<file path="config.mk">
export PLATFORM = sky130hd
export DESIGN_NAME = css_supervisor
export DESIGN_NICKNAME = d
export VERILOG_FILES = /design/src/design/css_pkg.sv /design/src/design/css_supervisor.sv
export SDC_FILE = /design/constraint.sdc
export NUM_CORES = 1
export LEC_CHECK = 0
export ABC_AREA = 1
export BUFFER_PORTS_ARGS = -buffer_cell sky130_fd_sc_hd__buf_2
export CAP_MARGIN = 20
export CORE_ASPECT_RATIO = 0.5
export CORE_MARGIN = 8
export CORE_UTILIZATION = 35
export CTS_BUF_LIST = sky130_fd_sc_hd__clkbuf_4
export DETAILED_ROUTE_END_ITERATION = 7
export SLEW_MARGIN = 20
export SYNTH_ARGS = -nofsm -noshare
export SYNTH_HDL_FRONTEND = slang
export SYNTH_SLANG_ARGS = --single-unit
</file>
<file path="constraint.sdc">
create_clock -name clk -period 1.9 [get_ports clk]
set_input_delay 0.19 -clock clk [delete_from_list [all_inputs] [get_ports clk]]
set_output_delay 0.19 -clock clk [all_outputs]
set_load 0.005 [all_outputs]
</file>
<file path="src/design/css_pkg.sv">
// constants, field layout and state types of the charge supervisor
// assumes a single 20 MHz system clock shared by every user of the package
package css_pkg;

	// clock rate in MHz
	localparam int CLK_MHZ          = 20;
	// least low time of a status request
	localparam int REQ_MIN_NS       = 200;
	localparam int REQ_MIN_CYC      = (REQ_MIN_NS * CLK_MHZ + 999) / 1000;
	// period of one returned status pulse
	localparam int DATA_PERIOD_US   = 50;
	localparam int DATA_PERIOD_CYC  = DATA_PERIOD_US * CLK_MHZ;
	localparam int DATA_HALF_CYC    = DATA_PERIOD_CYC / 2;
	// wait from request release to the first pulse
	localparam int REPORT_DELAY_US  = 50;
	localparam int REPORT_DELAY_CYC = REPORT_DELAY_US * CLK_MHZ;
	// half period of the no-cell led flashing
	localparam int FLASH_HALF_MS    = 250;
	localparam int FLASH_HALF_CYC   = FLASH_HALF_MS * CLK_MHZ * 1000;

	// counter widths
	localparam int CNT_W            = 16;
	localparam int FLASH_W          = 23;
	localparam int CODE_W           = 5;

	// positions of the pin inputs in the synchroniser vector
	localparam int IN_UVLO          = 0;
	localparam int IN_REDUCE        = 1;
	localparam int IN_OVERV         = 2;
	localparam int IN_DIE_HOT       = 3;
	localparam int IN_CELL_HOT      = 4;
	localparam int IN_CELL_COLD     = 5;
	localparam int IN_PRECOND       = 6;
	localparam int IN_REG           = 7;
	localparam int IN_ITERM         = 8;
	localparam int IN_RECHG         = 9;
	localparam int IN_PRESENT       = 10;
	localparam int IN_LEVEL         = 11;
	localparam int IN_EN            = 12;
	localparam int IN_DATA          = 13;
	localparam int NIN              = 14;
	// data line idles high, every flag idles low
	localparam logic [NIN-1:0] SYNC_RST = 14'h2000;

	// returned pulse counts
	localparam logic [CODE_W-1:0] CODE_DIE      = 5'h01;
	localparam logic [CODE_W-1:0] CODE_CELLTEMP = 5'h02;
	localparam logic [CODE_W-1:0] CODE_OVER     = 5'h03;
	localparam logic [CODE_W-1:0] CODE_HI_BASE  = 5'h0d;
	localparam logic [CODE_W-1:0] CODE_LO_BASE  = 5'h12;
	localparam logic [CODE_W-1:0] CODE_ERR      = 5'h17;
	localparam logic [CODE_W-1:0] OFS_PRE       = 5'h00;
	localparam logic [CODE_W-1:0] OFS_RED       = 5'h01;
	localparam logic [CODE_W-1:0] OFS_CC        = 5'h02;
	localparam logic [CODE_W-1:0] OFS_CV        = 5'h03;
	localparam logic [CODE_W-1:0] OFS_EOC       = 5'h04;

	// register map, byte addresses
	localparam int ADDR_W                       = 8;
	localparam logic [ADDR_W-1:0] ADDR_CTRL     = 8'h00;
	localparam logic [ADDR_W-1:0] ADDR_STATUS   = 8'h04;
	localparam logic [ADDR_W-1:0] ADDR_INPUT    = 8'h08;
	localparam int CTRL_EN_BIT                  = 0;
	localparam logic CTRL_EN_RST                = 1'b1;
	localparam int ST_CODE_LSB                  = 0;
	localparam int ST_STATE_LSB                 = 8;
	localparam int ST_PASS_BIT                  = 16;
	localparam int ST_RPT_BIT                   = 17;
	localparam int HTRANS_ACT_BIT               = 1;
	localparam logic HRESP_OKAY                 = 1'b0;

	// charge control states
	typedef enum logic [3:0] {
		CSS_OFF, CSS_SLEEP, CSS_CHECK, CSS_NOCELL, CSS_PRE,
		CSS_CC, CSS_CV, CSS_DONE, CSS_FAULT
	} css_chg_e;

	// status line reporter states
	typedef enum logic [2:0] {
		CSS_R_IDLE, CSS_R_REQ, CSS_R_WAIT, CSS_R_LOW, CSS_R_HIGH
	} css_rep_e;

endpackage

</file>
<file path="src/design/css_supervisor.sv">
// digital supervisor of a single-cell linear charger: phases, faults,
// status leds, pulse-count status line and an ahb-lite register slave
// assumes analog comparators drive the flag pins asynchronously, and
// that the supply-low lockout also drives rst_n low at power-up
//
// Notes on behaviour
// - level select high picks high current
// - level select low picks low current
// - supply below trip keeps reduction active
// - undervoltage lockout suspends charging, shuts down
// - after lockout, re-evaluate cell, pick phase
// - enable low forces sleep, charging stops
// - enable high restarts charge control freshly
// - overvoltage holds shutdown until voltage falls
// - overvoltage shows fault leds and line code
// - die over-temperature shuts charging down
// - cell over-temperature: pass off, report, leds
// - temperature fault clearing resumes charging automatically
// - cell temperature checked before and during charge
// - thermistor outside window halts charge, signals fault
// - disabled or low supply: both leds off
// - enabled without cell: both leds flash
// - charging, complete and fault led patterns
// - led outputs are open-drain pull-down switches
// - primary led alone tells charging state
// - host asks, device answers encoded state
// - precondition, then constant current, then voltage
// - terminate at low current, sleep until recharge
// - request low 200ns, pulses after release
// - counts one, two, three for faults
`timescale 1ns/1ps

module css_supervisor
	import css_pkg::*;
#(
	parameter int FLASH_CYC = FLASH_HALF_CYC
) (
	input  wire logic               clk,
	input  wire logic               rst_n,
	input  wire logic               supplyLow,
	input  wire logic               supplyBelowTrip,
	input  wire logic               cellOverVolt,
	input  wire logic               dieOverTemp,
	input  wire logic               thermBelowHot,
	input  wire logic               thermAboveCold,
	input  wire logic               cellBelowPrecond,
	input  wire logic               cellAtRegulation,
	input  wire logic               currentBelowTerm,
	input  wire logic               cellBelowRecharge,
	input  wire logic               cellPresent,
	input  wire logic               chargeLevelSelect,
	input  wire logic               enable,
	input  wire logic               statusLineIn,
	output logic                    statusLineOut,
	output logic                    statusLineOe,
	output logic                    ledPrimaryOut,
	output logic                    ledPrimaryOe,
	output logic                    ledSecondaryOut,
	output logic                    ledSecondaryOe,
	output logic                    passOn,
	output logic                    highLevelOn,
	output logic                    reductionOn,
	output logic                    trickleOn,
	output logic                    constVoltOn,
	input  wire logic               hsel,
	input  wire logic [31:0]        haddr,
	input  wire logic [1:0]         htrans,
	input  wire logic               hwrite,
	input  wire logic [2:0]         hsize,
	input  wire logic [31:0]        hwdata,
	input  wire logic               hready,
	output logic [31:0]             hrdata,
	output logic                    hreadyout,
	output logic                    hresp
);

	// three-stage synchronisers and agreement filter
	logic [NIN-1:0]    rawIn;      // pins gathered into one vector
	logic [NIN-1:0]    s1_q;       // first stage, read only by s2
	logic [NIN-1:0]    s2_q;       // second stage
	logic [NIN-1:0]    s3_q;       // third stage
	logic [NIN-1:0]    filt_q;     // accepted input levels
	logic [NIN-1:0]    filt_d;

	assign rawIn = {statusLineIn, enable, chargeLevelSelect, cellPresent,
		cellBelowRecharge, currentBelowTerm, cellAtRegulation,
		cellBelowPrecond, thermAboveCold, thermBelowHot, dieOverTemp,
		cellOverVolt, supplyBelowTrip, supplyLow};

	generate
		for (genvar i = 0; i < NIN; i++) begin : g_filt
			assign filt_d[i] = (s2_q[i] == s3_q[i]) ? s2_q[i] : filt_q[i];
		end
	endgenerate

	// synchroniser chain; a level counts once stages two and three agree
	always_ff @(posedge clk) begin
		if (!rst_n) begin
			s1_q   <= SYNC_RST;
			s2_q   <= SYNC_RST;
			s3_q   <= SYNC_RST;
			filt_q <= SYNC_RST;
		end else begin
			s1_q   <= rawIn;
			s2_q   <= s1_q;
			s3_q   <= s2_q;
			filt_q <= filt_d;
		end
	end

	// software control bit, also gates the enable pin
	logic              softEn_q;

	// decoded qualified inputs
	wire lockout   = filt_q[IN_UVLO];
	wire belowTrip = filt_q[IN_REDUCE];
	wire overV     = filt_q[IN_OVERV];
	wire dieHot    = filt_q[IN_DIE_HOT];
	wire levelHigh = filt_q[IN_LEVEL];
	wire lineIn    = filt_q[IN_DATA];
	// enable pin and software bit both needed
	wire chgEn     = filt_q[IN_EN] & softEn_q;
	// outside thermistor window on either side
	wire cellTemp  = filt_q[IN_CELL_HOT] | filt_q[IN_CELL_COLD];
	wire anyFault  = dieHot | cellTemp | overV;

	// charge control state machine
	css_chg_e          chg_q;
	css_chg_e          chg_d;

	// next phase; lockout first, then enable, then faults
	always_comb begin
		chg_d = chg_q;
		if (lockout) begin
			chg_d = CSS_OFF;
		end else if (!chgEn) begin
			chg_d = CSS_SLEEP;
		end else if (anyFault) begin
			chg_d = CSS_FAULT;
		// a removed cell ends any phase
		end else if (!filt_q[IN_PRESENT]) begin
			chg_d = CSS_NOCELL;
		end else begin
			case (chg_q)
				CSS_OFF: chg_d = CSS_CHECK;
				CSS_SLEEP: chg_d = CSS_CHECK;
				CSS_FAULT: chg_d = CSS_CHECK;
				CSS_NOCELL: begin
					if (filt_q[IN_PRESENT]) begin
						chg_d = CSS_CHECK;
					end
				end
				CSS_CHECK: begin
					if (!filt_q[IN_PRESENT]) begin
						chg_d = CSS_NOCELL;
					end else if (filt_q[IN_PRECOND]) begin
						chg_d = CSS_PRE;
					end else if (filt_q[IN_REG]) begin
						chg_d = CSS_CV;
					end else begin
						chg_d = CSS_CC;
					end
				end
				CSS_PRE: begin
					if (!filt_q[IN_PRECOND]) begin
						chg_d = CSS_CC;
					end
				end
				CSS_CC: begin
					if (filt_q[IN_REG]) begin
						chg_d = CSS_CV;
					end
				end
				CSS_CV: begin
					if (filt_q[IN_ITERM]) begin
						chg_d = CSS_DONE;
					end
				end
				CSS_DONE: begin
					if (filt_q[IN_RECHG]) begin
						chg_d = CSS_CHECK;
					end
				end
				default: chg_d = CSS_CHECK;
			endcase
		end
	end

	// phase register
	always_ff @(posedge clk) begin
		if (!rst_n) begin
			chg_q <= CSS_OFF;
		end else begin
			chg_q <= chg_d;
		end
	end

	// phase decodes
	wire inPre     = (chg_q == CSS_PRE);
	wire inCc      = (chg_q == CSS_CC);
	wire inCv      = (chg_q == CSS_CV);
	wire charging  = inPre | inCc | inCv;
	wire inDone    = (chg_q == CSS_DONE);
	wire inFault   = (chg_q == CSS_FAULT);
	wire inNoCell  = (chg_q == CSS_NOCELL);

	// encoded state for the status line and register
	logic [CODE_W-1:0] code_q;
	logic [CODE_W-1:0] modeBase;
	logic [CODE_W-1:0] code_d;

	assign modeBase = levelHigh ? CODE_HI_BASE : CODE_LO_BASE;

	// fault causes map to one, two, three
	// fault codes checked before phase codes
	assign code_d = dieHot ? CODE_DIE :
		cellTemp ? CODE_CELLTEMP :
		overV ? CODE_OVER :
		inPre ? modeBase + OFS_PRE :
		(inCc && belowTrip) ? modeBase + OFS_RED :
		inCc ? modeBase + OFS_CC :
		inCv ? modeBase + OFS_CV :
		inDone ? modeBase + OFS_EOC : CODE_ERR;

	// no-cell flashing timebase; long count, so shortened in simulation
	logic [FLASH_W-1:0] flashCnt_q;
	logic               flashPh_q;
	wire flashWrap = (flashCnt_q == FLASH_W'(FLASH_CYC - 1));

	// free-running divider toggles the flash phase
	always_ff @(posedge clk) begin
		if (!rst_n) begin
			flashCnt_q <= '0;
			flashPh_q  <= 1'b0;
		end else if (flashWrap) begin
			flashCnt_q <= '0;
			flashPh_q  <= ~flashPh_q;
		end else begin
			flashCnt_q <= flashCnt_q + 1'b1;
		end
	end

	// led switch states; off/sleep/check leave both dark
	// off unless a lit case applies
	// primary alone means charging; a fault lights both
	// charging lamp drops with the pass device, so it never lies
	wire priOn = (charging & ~anyFault) | inFault | (inNoCell & flashPh_q);
	wire secOn = inDone | inFault | (inNoCell & flashPh_q);

	// status line reporter
	css_rep_e          rep_q;
	logic [CNT_W-1:0]  repCnt_q;   // low time, delay or half period
	logic [CODE_W-1:0] repLeft_q;  // pulses still to send
	logic              lineOe_q;
	wire reqLongEnough = (repCnt_q >= CNT_W'(REQ_MIN_CYC));
	wire delayDone     = (repCnt_q == CNT_W'(REPORT_DELAY_CYC - 1));
	wire halfDone      = (repCnt_q == CNT_W'(DATA_HALF_CYC - 1));
	wire cntSat        = (repCnt_q == {CNT_W{1'b1}});
	wire lastPulse     = (repLeft_q == CODE_W'(1));

	// request detection and pulse train; own pulses are not requests
	always_ff @(posedge clk) begin
		if (!rst_n) begin
			rep_q     <= CSS_R_IDLE;
			repCnt_q  <= '0;
			repLeft_q <= '0;
			lineOe_q  <= 1'b0;
		end else begin
			case (rep_q)
				// host interrogation starts with a low
				CSS_R_IDLE: begin
					repCnt_q <= '0;
					lineOe_q <= 1'b0;
					if (!lineIn) begin
						rep_q <= CSS_R_REQ;
					end
				end
				// measure the low, act on release
				CSS_R_REQ: begin
					if (lineIn) begin
						repCnt_q <= '0;
						// too short a low is dropped
						rep_q    <= reqLongEnough ? CSS_R_WAIT : CSS_R_IDLE;
					end else if (!cntSat) begin
						repCnt_q <= repCnt_q + 1'b1;
					end
				end
				// state sampled at the end of the delay
				CSS_R_WAIT: begin
					if (delayDone) begin
						repCnt_q  <= '0;
						repLeft_q <= code_q;
						lineOe_q  <= 1'b1;
						rep_q     <= CSS_R_LOW;
					end else begin
						repCnt_q <= repCnt_q + 1'b1;
					end
				end
				// one low half per counted pulse
				CSS_R_LOW: begin
					if (halfDone) begin
						repCnt_q <= '0;
						lineOe_q <= 1'b0;
						rep_q    <= CSS_R_HIGH;
					end else begin
						repCnt_q <= repCnt_q + 1'b1;
					end
				end
				// high half, then next pulse or done
				CSS_R_HIGH: begin
					if (halfDone) begin
						repCnt_q  <= '0;
						repLeft_q <= repLeft_q - 1'b1;
						lineOe_q  <= ~lastPulse;
						rep_q     <= lastPulse ? CSS_R_IDLE : CSS_R_LOW;
					end else begin
						repCnt_q <= repCnt_q + 1'b1;
					end
				end
				default: rep_q <= CSS_R_IDLE;
			endcase
		end
	end

	// registered outputs of the charge path and leds
	logic ledPriOe_q;
	logic ledSecOe_q;
	logic pass_q;
	logic high_q;
	logic reduce_q;
	logic trickle_q;
	logic cv_q;
	logic driveLow_q;              // level of every open-drain pin

	// output flops; pass device follows the charging phases only
	always_ff @(posedge clk) begin
		if (!rst_n) begin
			code_q     <= CODE_ERR;
			ledPriOe_q <= 1'b0;
			ledSecOe_q <= 1'b0;
			pass_q     <= 1'b0;
			high_q     <= 1'b0;
			reduce_q   <= 1'b0;
			trickle_q  <= 1'b0;
			cv_q       <= 1'b0;
			driveLow_q <= 1'b0;
		end else begin
			code_q     <= code_d;
			ledPriOe_q <= priOn;
			ledSecOe_q <= secOn;
			pass_q     <= charging & ~anyFault;
			high_q     <= levelHigh;
			// reduction while supply sags in fast charge
			reduce_q   <= belowTrip & (inCc | inCv);
			trickle_q  <= inPre;
			cv_q       <= inCv;
			driveLow_q <= 1'b0;
		end
	end

	// status line carries the encoded state
	assign statusLineOut   = driveLow_q;
	assign statusLineOe    = lineOe_q;
	assign ledPrimaryOut   = driveLow_q;
	assign ledPrimaryOe    = ledPriOe_q;
	assign ledSecondaryOut = driveLow_q;
	assign ledSecondaryOe  = ledSecOe_q;
	assign passOn          = pass_q;
	assign highLevelOn     = high_q;
	assign reductionOn     = reduce_q;
	assign trickleOn       = trickle_q;
	assign constVoltOn     = cv_q;

	// ahb-lite slave: zero wait states, always okay
	logic              wrPend_q;   // write data phase pending
	logic [ADDR_W-1:0] wrAddr_q;
	logic [31:0]       hrdata_q;
	logic              hready_q;
	logic [31:0]       rdData;
	logic [31:0]       statusWord;
	wire addrAct = hsel & htrans[HTRANS_ACT_BIT] & hready;
	wire rdAct   = addrAct & ~hwrite;
	wire ctrlWr  = wrPend_q & (wrAddr_q == ADDR_CTRL);

	// status word: code, phase, pass device, report busy
	always_comb begin
		statusWord = '0;
		statusWord[ST_CODE_LSB +: CODE_W] = code_q;
		statusWord[ST_STATE_LSB +: 4] = chg_q;
		statusWord[ST_PASS_BIT] = pass_q;
		statusWord[ST_RPT_BIT] = (rep_q != CSS_R_IDLE);
	end

	// read mux; unmapped addresses read zero
	assign rdData = (haddr[ADDR_W-1:0] == ADDR_CTRL) ?
			{31'h0, softEn_q} :
		(haddr[ADDR_W-1:0] == ADDR_STATUS) ? statusWord :
		(haddr[ADDR_W-1:0] == ADDR_INPUT) ? {18'h0, filt_q} : 32'h0;

	// address phase capture and data phase write
	always_ff @(posedge clk) begin
		if (!rst_n) begin
			wrPend_q <= 1'b0;
			wrAddr_q <= '0;
			hrdata_q <= '0;
			hready_q <= 1'b1;
			softEn_q <= CTRL_EN_RST;
		end else begin
			wrPend_q <= addrAct & hwrite;
			hready_q <= 1'b1;
			if (addrAct) begin
				wrAddr_q <= haddr[ADDR_W-1:0];
			end
			hrdata_q <= rdAct ? rdData : 32'h0;
			if (ctrlWr) begin
				softEn_q <= hwdata[CTRL_EN_BIT];
			end
		end
	end

	assign hrdata    = hrdata_q;
	assign hreadyout = hready_q;
	assign hresp     = HRESP_OKAY;

endmodule

</file>
==> results.py, run 1 <==
metrics = {
    "outcome": {
        "outcome": "finished, final reports clean",
    },
    "synthesis": {
        "yosysMostFrequentCell": "nand2_1",
        "ys_seq_area_share_pct": 45.7,
        "async_reset_ff_share_pct": 0,
        "ys_top_cells_by_area": "dfxtp_1 (46%), nand2_1 (11%), inv_1 (7.6%)",
        "synth_top_area_cell": "dfxtp_1",
        "synthTopCellsByCount": "nand2_1 (194), dfxtp_1 (147), inv_1 (130), nor2_1 (120), a21oi_1 (54)",
        "synth_edf_count": 0,
        "ys_warn_count": 0,
        "netlist_instances": 893,
        "synth_ff_type": "dfxtp_1",
        "ys_seq_elements": 147,
        "yosysUniqueCellTypes": 44,
        "avgSynthCellArea_um2": 7.20,
        "syn_area_mm2": 0.00643,
        "yosys.area.top_type_share_pct": 45.7,
    },
    "pwr": {
        "pwr-share-seq_pct": 54.0,
        "p_switching_w": 0.00173,
        "p_per_area_mw_per_mm2": 805,
        "p_total_w": 0.00602,
        "ir_drop_v": 0.000332,
        "p_leak_nw": 3.43,
        "clock_power_share_pct": 34.1,
        "swShare_pct": 28.8,
        "internal-power_w": 0.00429,
        "combPwrFrac_pct": 11.9,
    },
    "clock_tree": {
        "postCtsSetupBuffers": 0,
        "cts_root_buf": "clkbuf_4",
        "tritoncts": "done",
        "insertion_delay_ps": 540,
        "cts_max_level": 4,
        "cts_inserted_buffers": 17,
        "clockBufferDepth": 2,
        "clock_sinks": 147,
        "clk_pin_slew_ps": 140,
    },
    "worst_setup_path": {
        "path_class": "in -> reg",
        "cp-end-kind": "flop",
        "crit_arrival_ps": 2290,
        "crit_chain": "dlygate4sd3_1 -> buf_2 -> or2_2 -> nor4_1 -> nand2_1 -> buf_4 -> o22ai_1",
        "cp.required_ps": 2360,
        "start_kind": "input pin",
        "path_max_fanout": 6,
        "cpPeakStageDelay_ps": 540,
        "cpMaxStageDelayCell": "dlygate4sd3_1",
    },
    "floorplanning": {
        "io-pin-count": 133,
        "die_h_um": 112,
        "rows": 35,
        "fp.coreArea_mm2": 0.0182,
        "dieArea_mm2": 0.0232,
        "fp.dieW_um": 208,
        "initial_core_util_pct": 35.3,
    },
    "route": {
        "viasPerCell": 4.56,
        "drt-initial-drc-count": 354,
        "drc": 0,
        "final_antenna_net_count": 0,
        "post_drt_wl_per_cell_um": 11.5,
        "finalWirelength_um": 14200,
        "vias": 5618,
        "drtPass1Iterations": 6,
    },
    "global_routing": {
        "antenna_found_initial": 1,
        "first_global_vias": 5356,
        "grt_first_pass_wirelength_um": 24000,
        "grt-ovfl-total": 0,
        "grt_max_degree": 48,
        "track_usage_pct": 12.3,
    },
    "placed_design": {
        "dp_slack_ps": 64.6,
        "gp_congestion": 0.877,
        "port_buffers": 52,
        "dp_hpwl_um": 10400,
    },
    "sta": {
        "final.setup_skew_ps": 33.6,
        "hold_violations": 0,
        "finalSetupTns_ps": 0,
        "max_slew_margin_pct": 65.8,
        "whs_ps": 146,
        "max_freq_mhz": 547,
        "slew_violations": 0,
        "fin_ws_ps": 71.0,
        "fin_crit_ps": 1830,
        "rsz0062_at_grt": "false",
        "period_share_pct": 96.3,
        "worst_pin_slew_ps": 514,
        "finalSetupViolCount": 0,
    },
    "final_layout": {
        "utilization_pct": 41.0,
        "drive_gt1_share_pct": 13.7,
        "final_nets": 1072,
        "syn2layout_area_growth_pct": 16.1,
    },
    "flow_run": {
        "drv_cap": 0,
    },
    "min_path": {
        "hold_path.class": "in -> reg",
    },
}
metrics by stage:
stage,area (µm²),cells
floorplan,6500,912
global placement,6910,1175
detailed placement,6910,1175
CTS,7450,1231
global route,7470,1233
finish,7470,1233
critical path, delay by kind of cell:
kind / cells / cell delay, ps
and+or+nand+nor: 3 / 1060
buffers and inverters: 3 / 910
AOI/OAI and AO/OA: 1 / 140
power by group through the flow:
stage,sequential (W),clock [W],combinational [W]
2_1_floorplan,0.00331,0,0.000535
3_3_place_gp,0.00332,0,0.000653
3_5_place_dp,0.00332,0,0.000669
4_1_cts,0.00325,0.00214,0.000713
5_1_grt,0.00327,0.00227,0.000826
6_report,0.00325,0.00205,0.000715
cell usage in the layout (no fill, tap or decap), types with 2 or more instances in the layout:
| cell type | synthesis | routed |
|---|---|---|
| nand2_1 | 194 | 194 |
| dfxtp_1 | 147 | 146 |
| inv_1 | 130 | 130 |
| nor2_1 | 120 | 120 |
| a21oi_1 | 54 | 54 |
| buf_2 | 7 | 52 |
| nand3_1 | 45 | 45 |
| o21ai_0 | 43 | 43 |
| dlygate4sd3_1 | 0 | 25 |
| conb_1 | 2 | 21 |
| clkbuf_4 | 0 | 17 |
| nand4_1 | 16 | 16 |
| nor3_1 | 12 | 12 |
| or2_2 | 9 | 9 |
| buf_4 | 21 | 9 |
| xnor2_1 | 7 | 7 |
| xor2_1 | 6 | 6 |
| inv_2 | 6 | 6 |
| nand2_2 | 6 | 6 |
| nor4_1 | 5 | 5 |
| o22ai_1 | 5 | 5 |
| ha_1 | 5 | 5 |
| inv_6 | 0 | 5 |
| nor2_2 | 4 | 4 |
| nand2_4 | 5 | 4 |
| nor2_4 | 4 | 4 |
| o31ai_1 | 3 | 3 |
| o21bai_1 | 3 | 3 |
| o211ai_1 | 3 | 3 |
| inv_8 | 0 | 3 |
| clkinvlp_4 | 0 | 3 |
| nor3_2 | 2 | 2 |
| nor3b_1 | 2 | 2 |
| or2_0 | 2 | 2 |
| o21a_1 | 2 | 2 |
| a21oi_2 | 2 | 2 |
| clkinv_2 | 0 | 2 |
| bufinv_16 | 0 | 2 |
state kept, by name, summed over array words and instances, names as in the netlist:
| name | flops |
|---|---|
| passOn | 1 |
| trickleOn | 1 |
| wrPend_q | 1 |
| constVoltOn | 1 |
| chg_q | 4 |
| flashPh_q | 1 |
| highLevelOn | 1 |
| s3_q | 14 |
| s2_q | 14 |
| wrAddr_q | 8 |
| repCnt_q | 16 |
| statusLineOe | 1 |
| reductionOn | 1 |
| ledSecondaryOe | 1 |
| code_q | 5 |
| hrdata | 16 |
| flashCnt_q | 23 |
| filt_q | 14 |
| rep_q | 3 |
| repLeft_q | 5 |
| softEn_q | 1 |
| ledPrimaryOe | 1 |
| s1_q | 14 |
metal layers:
layer / track usage (%) / wire length, µm
met2: 21.8 / 6970
met3: 2.94 / 557
met4: 5.41 / 356
met1: 14.0 / 6330
met5: 0 / 0
layout make-up:
| type | count | area [µm²] |
|---|---|---|
| Fill cell | 1936 | 10700 |
| Antenna cell | 1 | 2.50 |
| Inverter | 137 | 517 |
| Multi-Input combinational cell | 589 | 2810 |
| Tap cell | 240 | 300 |
| Sequential cell | 147 | 2940 |
| Clock buffer | 17 | 128 |
| Clock inverter | 15 | 170 |
| Timing Repair Buffer | 87 | 598 |
kinds of logic (layout without fill, tap and decap cells):
family / Yosys count / after routing / synth area share, %
DFF: 147 / 147 / 45.7
other: 2 / 22 / 0.117
buffers and inverters: 176 / 256 / 11.8
AOI/OAI and AO/OA: 120 / 120 / 10.2
xor gates and xnor gates: 13 / 13 / 1.77
adders and majority gates: 5 / 5 / 0.972
and+or+nand+nor: 430 / 430 / 29.4
path summary, 6_finish.rpt:
check	from	cells past startpoint	to	slack (ps)
setup / recovery	haddr[0]	7	hrdata[8]	70
hold / removal	htrans[1]	4	wrPend_q	150
setup reg to reg	repCnt_q[0]	8	repCnt_q[14]	130
hold reg to reg	s1_q[13]	1	s2_q[13]	420
what timing repair did:
action                                  CTS  global route
resized for setup                         0             2
hold buffers                             24             1
endpoints found under the hold margin    24             1
endpoints found under the setup margin    0            12
Note: power is estimated with default switching activity, not from simulation.
==> run 2: changes to the inputs <==
CORE_UTILIZATION = 30   (was 35)
==> run 2 against run 1 <==
  * First-iteration DRC count increased by 56%
  * Clock skew decreased by 19 ps
  * Cell area increased by 0.97%
  * Sequential share of layout area decreased by 0.36 points
  * Utilization decreased by 5.7 points
  * Critical path type is now reg -> reg
  * Critical endpoint is now repCnt_q[1]
  * Highest routed layer unchanged
==> results.py, run 2 (synthesized netlist as in run 1, its figures left out) <==
metrics = {
    "worst_setup_path": {
        "r2r-start": "repCnt_q[0]",
        "path_class": "reg -> reg",
        "start_kind": "flop",
        "cp-end-kind": "flop",
        "r2r_end": "repCnt_q[1]",
        "cp.required_ps": 2410,
        "worstSetupEndpoint": "repCnt_q[1]",
        "r2r_slack_ps": 130,
        "r2r_cells": 11,
        "path_max_fanout": 15,
        "startpoint": "repCnt_q[0]",
        "crit_arrival_ps": 2280,
    },
    "clock_tree": {
        "cts_max_level": 4,
        "insertion_delay_ps": 570,
        "postCtsSetupBuffers": 0,
        "clk_pin_slew_ps": 130,
        "clock_sinks": 147,
        "clockBufferDepth": 2,
        "cts_inserted_buffers": 17,
        "cts_root_buf": "clkbuf_4",
        "tritoncts": "done",
    },
    "final_layout": {
        "drive_gt1_share_pct": 14.2,
        "largest_reg_flops": 23,
        "antenna_cells": 0,
        "layoutNonFillerInstCount": 1276,
        "utilization_pct": 35.3,
        "layout_common_cells": "nand2_1 (194), dfxtp_1 (145), inv_1 (130)",
        "syn2layout_area_growth_pct": 17.3,
        "final_nets": 1076,
        "largest_register": "flashCnt_q",
        "final_common_cell": "nand2_1",
    },
    "sta": {
        "period_share_pct": 93.2,
        "hold_violations": 0,
        "final.setup_skew_ps": 14.2,
        "fin_crit_ps": 1770,
        "finalSetupTns_ps": 0,
        "whs_ps": 94.4,
        "finalSetupViolCount": 0,
        "slew_violations": 0,
        "max_freq_mhz": 565,
    },
    "floorplanning": {
        "fp.dieW_um": 223,
        "rows": 38,
        "die_h_um": 120,
        "initial_core_util_pct": 30.1,
        "dieArea_mm2": 0.0267,
        "io-pin-count": 133,
        "fp.coreArea_mm2": 0.0213,
    },
    "placed_design": {
        "dp_hpwl_um": 12500,
        "place_inst": 1220,
        "port_buffers": 52,
        "gp_congestion": 0.915,
    },
    "pwr": {
        "swShare_pct": 27.3,
        "pwr-share-seq_pct": 53.8,
        "p_total_w": 0.00605,
        "p_per_area_mw_per_mm2": 801,
        "p_switching_w": 0.00165,
        "internal-power_w": 0.00439,
        "combPwrFrac_pct": 12.2,
        "ir_drop_v": 0.000306,
        "clock_power_share_pct": 34.1,
        "p_leak_nw": 3.46,
    },
    "global_routing": {
        "track_usage_pct": 12.8,
        "first_global_vias": 5138,
        "antenna_found_initial": 0,
        "grt-ovfl-total": 0,
        "grt_max_degree": 80,
        "grt_first_pass_wirelength_um": 27500,
    },
    "route": {
        "drc": 0,
        "post_drt_wl_per_cell_um": 13.1,
        "drt-initial-drc-count": 552,
        "drtPass1Iterations": 5,
        "viasPerCell": 4.42,
        "route.met2.wl_um": 5770,
        "final_antenna_net_count": 0,
        "met1_length_um": 9370,
        "dr_wl_met3_um": 1280,
        "vias": 5635,
        "finalWirelength_um": 16700,
        "top_layer_used": "met4",
    },
    "outcome": {
        "outcome": "finished, final reports clean",
    },
    "flow_run": {
        "drv_cap": 0,
    },
    "min_path": {
        "hold_path.class": "in -> reg",
    },
}
[run 2: cell count changes in the layout (fill, tap and decap cells not counted), sizes merged]
cell / delta
clkinvlp: -3
bufinv: +1
clkinv: +7
clkbuf: +3
dlygate4sd3: -1
diode: -1
inv: -8
buf: +5
[run 2: how the worst min path moves through the flow]
| stage | from | endpoint | slack, ps | depth (start not counted) |
|---|---|---|---|---|
| floorplan | supplyLow | s1_q[0] | 290 | 2 |
| global placement | supplyLow | s1_q[0] | 370 | 3 |
| detailed placement | thermAboveCold | s1_q[5] | 380 | 3 |
| CTS | rst_n | code_q[4] | 40 | 3 |
| global route | rst_n | code_q[4] | 80 | 3 |
| finish | rst_n | code_q[4] | 90 | 3 |
[run 2: area by class of cell]
cell class	count	area [µm²]
Inverter	137	517
Timing Repair Buffer	91	626
Clock buffer	20	150
Fill cell	2273	13800
Sequential cell	147	2950
Tap cell	280	350
Clock inverter	12	139
Multi-Input combinational cell	589	2820
[run 2: stage by stage]
stage / cell area [µm²] / worst slack, ps
2_1_floorplan: 6500 / 378
6_report: 7540 / 129
4_1_cts: 7530 / 57.1
3_3_place_gp: 7000 / 140
5_1_grt: 7540 / -7.09
3_5_place_dp: 7000 / 90.8
[run 2: power groups by stage]
stage                     Clock, W  Combinational (W)  Sequential, W
after floorplan                  0           0.000535        0.00331
after global placement           0           0.000678        0.00332
after detailed placement         0           0.000677        0.00332
after CTS                  0.00213           0.000720        0.00325
after global routing       0.00227           0.000829        0.00327
final                      0.00206           0.000735        0.00325
[run 2: critical path, cell delays in order (launching register included)]
cell     delay (ps)
dfxtp_2         370
ha_2            200
inv_1           100
nor2_4          160
nand2_2          80
nor2_4          150
nand2_4         100
nand2_8         140
inv_4            80
nand2_4         100
nand2_4         100
a21oi_2         130
[run 2: metal layers]
metal	vias up	track usage, %
met5	-	0
met4	0	4.05
met3	22	3.73
met2	178	15.5
met1	2486	20.5
li1	2949	-
[run 2: repair_timing]
item / 4_1_cts / 5_1_grt
setup endpoints to repair: 0 / 13
gates resized for setup: 0 / 7
hold endpoints to repair: 24 / 0
hold buffers: 24 / 0
==> run 3: changes to the inputs <==
GPL_TIMING_DRIVEN = 0   (was not set)
PLACE_DENSITY = 0.55   (was not set)
==> run 3 against run 2 <==
  * First-iteration DRC count shrank 9.6%
  * Power grew 0.22%
  * Sequential share of layout area shrank 0.79 points
  * Via count grew 1.1%
  * Critical path depth shrank 5
  * Routed wire length grew 6.1%
  * Maximum frequency shrank 1.9%
  * Die area is the same
  * Combinational power grew 7.9%
==> results.py, run 3 (synthesized netlist as in run 1, its figures left out) <==
metrics = {
    "floorplanning": {
        "die_h_um": 120,
        "initial_core_util_pct": 30.1,
        "io-pin-count": 133,
        "fp.dieW_um": 223,
        "rows": 38,
        "dieArea_mm2": 0.0267,
        "fp.coreArea_mm2": 0.0213,
    },
    "final_layout": {
        "largest_reg_flops": 23,
        "antenna_cells": 0,
        "layoutNonFillerInstCount": 1300,
        "drive_gt1_share_pct": 15.8,
        "multi_input_comb_area_mm2": 0.00285,
        "final_nets": 1102,
        "layout_common_cells": "nand2_1 (192), dfxtp_1 (145), inv_1 (129)",
        "register_area_mm2": 0.00295,
        "fillers": 2270,
        "final_common_cell": "nand2_1",
        "utilization_pct": 36.1,
        "syn2layout_area_growth_pct": 19.7,
        "largest_register": "flashCnt_q",
    },
    "sta": {
        "hold_violations": 0,
        "finalSetupViolCount": 0,
        "max_slew_margin_pct": 49.1,
        "fin_ws_ps": 94.7,
        "rsz0062_at_grt": "false",
        "final.setup_skew_ps": 18.2,
        "period_share_pct": 95.0,
        "max_freq_mhz": 554,
        "finalSetupTns_ps": 0,
        "slew_violations": 0,
        "fin_crit_ps": 1810,
        "worst_pin_slew_ps": 764,
    },
    "pwr": {
        "ir_drop_v": 0.000319,
        "internal-power_w": 0.00438,
        "p_switching_w": 0.00168,
        "clock_power_share_pct": 33.0,
        "p_total_w": 0.00606,
        "p_per_area_mw_per_mm2": 787,
        "pwr-share-seq_pct": 53.9,
        "combPwrFrac_pct": 13.1,
        "swShare_pct": 27.7,
        "p_leak_nw": 3.55,
    },
    "worst_setup_path": {
        "path_class": "in -> reg",
        "path_max_fanout": 9,
        "cp-end-kind": "flop",
        "cpMaxStageDelayCell": "dlygate4sd3_1",
        "start_kind": "input pin",
        "crit_chain": "dlygate4sd3_1 -> buf_2 -> or2_2 -> nor3_1 -> nand2_2 -> o21ai_0",
        "crit_arrival_ps": 2260,
        "cpPeakStageDelay_ps": 530,
        "cp.required_ps": 2360,
    },
    "clock_tree": {
        "cts_root_buf": "clkbuf_4",
        "insertion_delay_ps": 540,
        "cts_inserted_buffers": 17,
        "clock_sinks": 147,
        "cts_max_level": 4,
        "tritoncts": "done",
        "clk_pin_slew_ps": 130,
        "clockBufferDepth": 2,
    },
    "route": {
        "drt-initial-drc-count": 499,
        "drtPass1Iterations": 5,
        "viasPerCell": 4.38,
        "final_antenna_net_count": 0,
        "drc": 0,
        "finalWirelength_um": 17700,
        "vias": 5698,
        "post_drt_wl_per_cell_um": 13.6,
    },
    "global_routing": {
        "grt_max_degree": 17,
        "grt_first_pass_wirelength_um": 28600,
        "antenna_found_initial": 0,
        "grt-ovfl-total": 0,
        "track_usage_pct": 13.5,
        "first_global_vias": 5209,
    },
    "outcome": {
        "outcome": "finished, final reports clean",
    },
    "placed_design": {
        "dp_slack_ps": -23.1,
        "gp_congestion": 0.911,
        "place_inst": 1243,
        "dp_hpwl_um": 13600,
        "port_buffers": 51,
    },
    "flow_run": {
        "drv_cap": 0,
    },
    "min_path": {
        "hold_path.class": "in -> reg",
    },
}
run 3: cell count changes in the layout (fill, tap and decap cells not counted), moves of 2 or more:
cell	previous run	this run
buf_2	52	56
buf_4	14	24
clkbuf_1	0	9
nand2_1	194	192
nand2_2	6	8
nor3_4	0	2
o21ai_0	41	43
o21ai_1	3	1
run 3: layout make-up:
cell class | count | share of cell area (%)
Tap cell | 280 | 4.55
Clock inverter | 12 | 1.84
Clock buffer | 18 | 1.75
Timing Repair Buffer | 78 | 6.76
Multi-Input combinational cell | 589 | 36.9
Buffer | 39 | 3.20
Sequential cell | 147 | 38.2
Inverter | 137 | 6.71
run 3: stage by stage:
step	hold WS (ps)	area, µm²
finish	203	7700
global route	150	7700
CTS	40.7	7630
detailed placement	373	7110
global placement	371	7110
floorplan	288	6500
run 3: repair_timing:
action	in CTS	in global routing
setup buffers	0	2
cloned	0	0
endpoints found under the setup margin	20	44
pin swaps	0	3
hold buffers	24	1
endpoints found under the hold margin	24	1
gates resized for setup	2	13
run 3: critical path: cells and delay by family:
kind / cells / cell delay [ps]
AO/OA/AOI/OAI: 1 / 320
buffers and inverters: 2 / 670
AND/OR/NAND/NOR: 3 / 1100
run 3: path summary, 6_finish.rpt:
check	slack [ps]	depth (start not counted)	start	end
hold reg to reg	420	2	s1_q[0]	s2_q[0]
setup / recovery	90	6	haddr[0]	hrdata[2]
hold / removal	200	3	rst_n	s2_q[13]
setup reg to reg	140	9	repCnt_q[5]	repCnt_q[8]
run 3: per-layer routing:
layer | routed length (µm) | up-vias | track usage (%)
li1 | - | 2995 | -
met1 | 9890 | 2460 | 21.5
met2 | 5680 | 230 | 15.5
met3 | 1950 | 13 | 5.77
met4 | 156 | 0 | 3.40
met5 | 0 | - | 0
run 3: power groups by stage:
stage,clock (W),sequential [W],combinational (W)
2_1_floorplan,0,0.00331,0.000535
3_3_place_gp,0,0.00333,0.000719
3_5_place_dp,0,0.00333,0.000721
4_1_cts,0.00208,0.00326,0.000763
5_1_grt,0.00222,0.00328,0.000905
6_report,0.00200,0.00327,0.000793
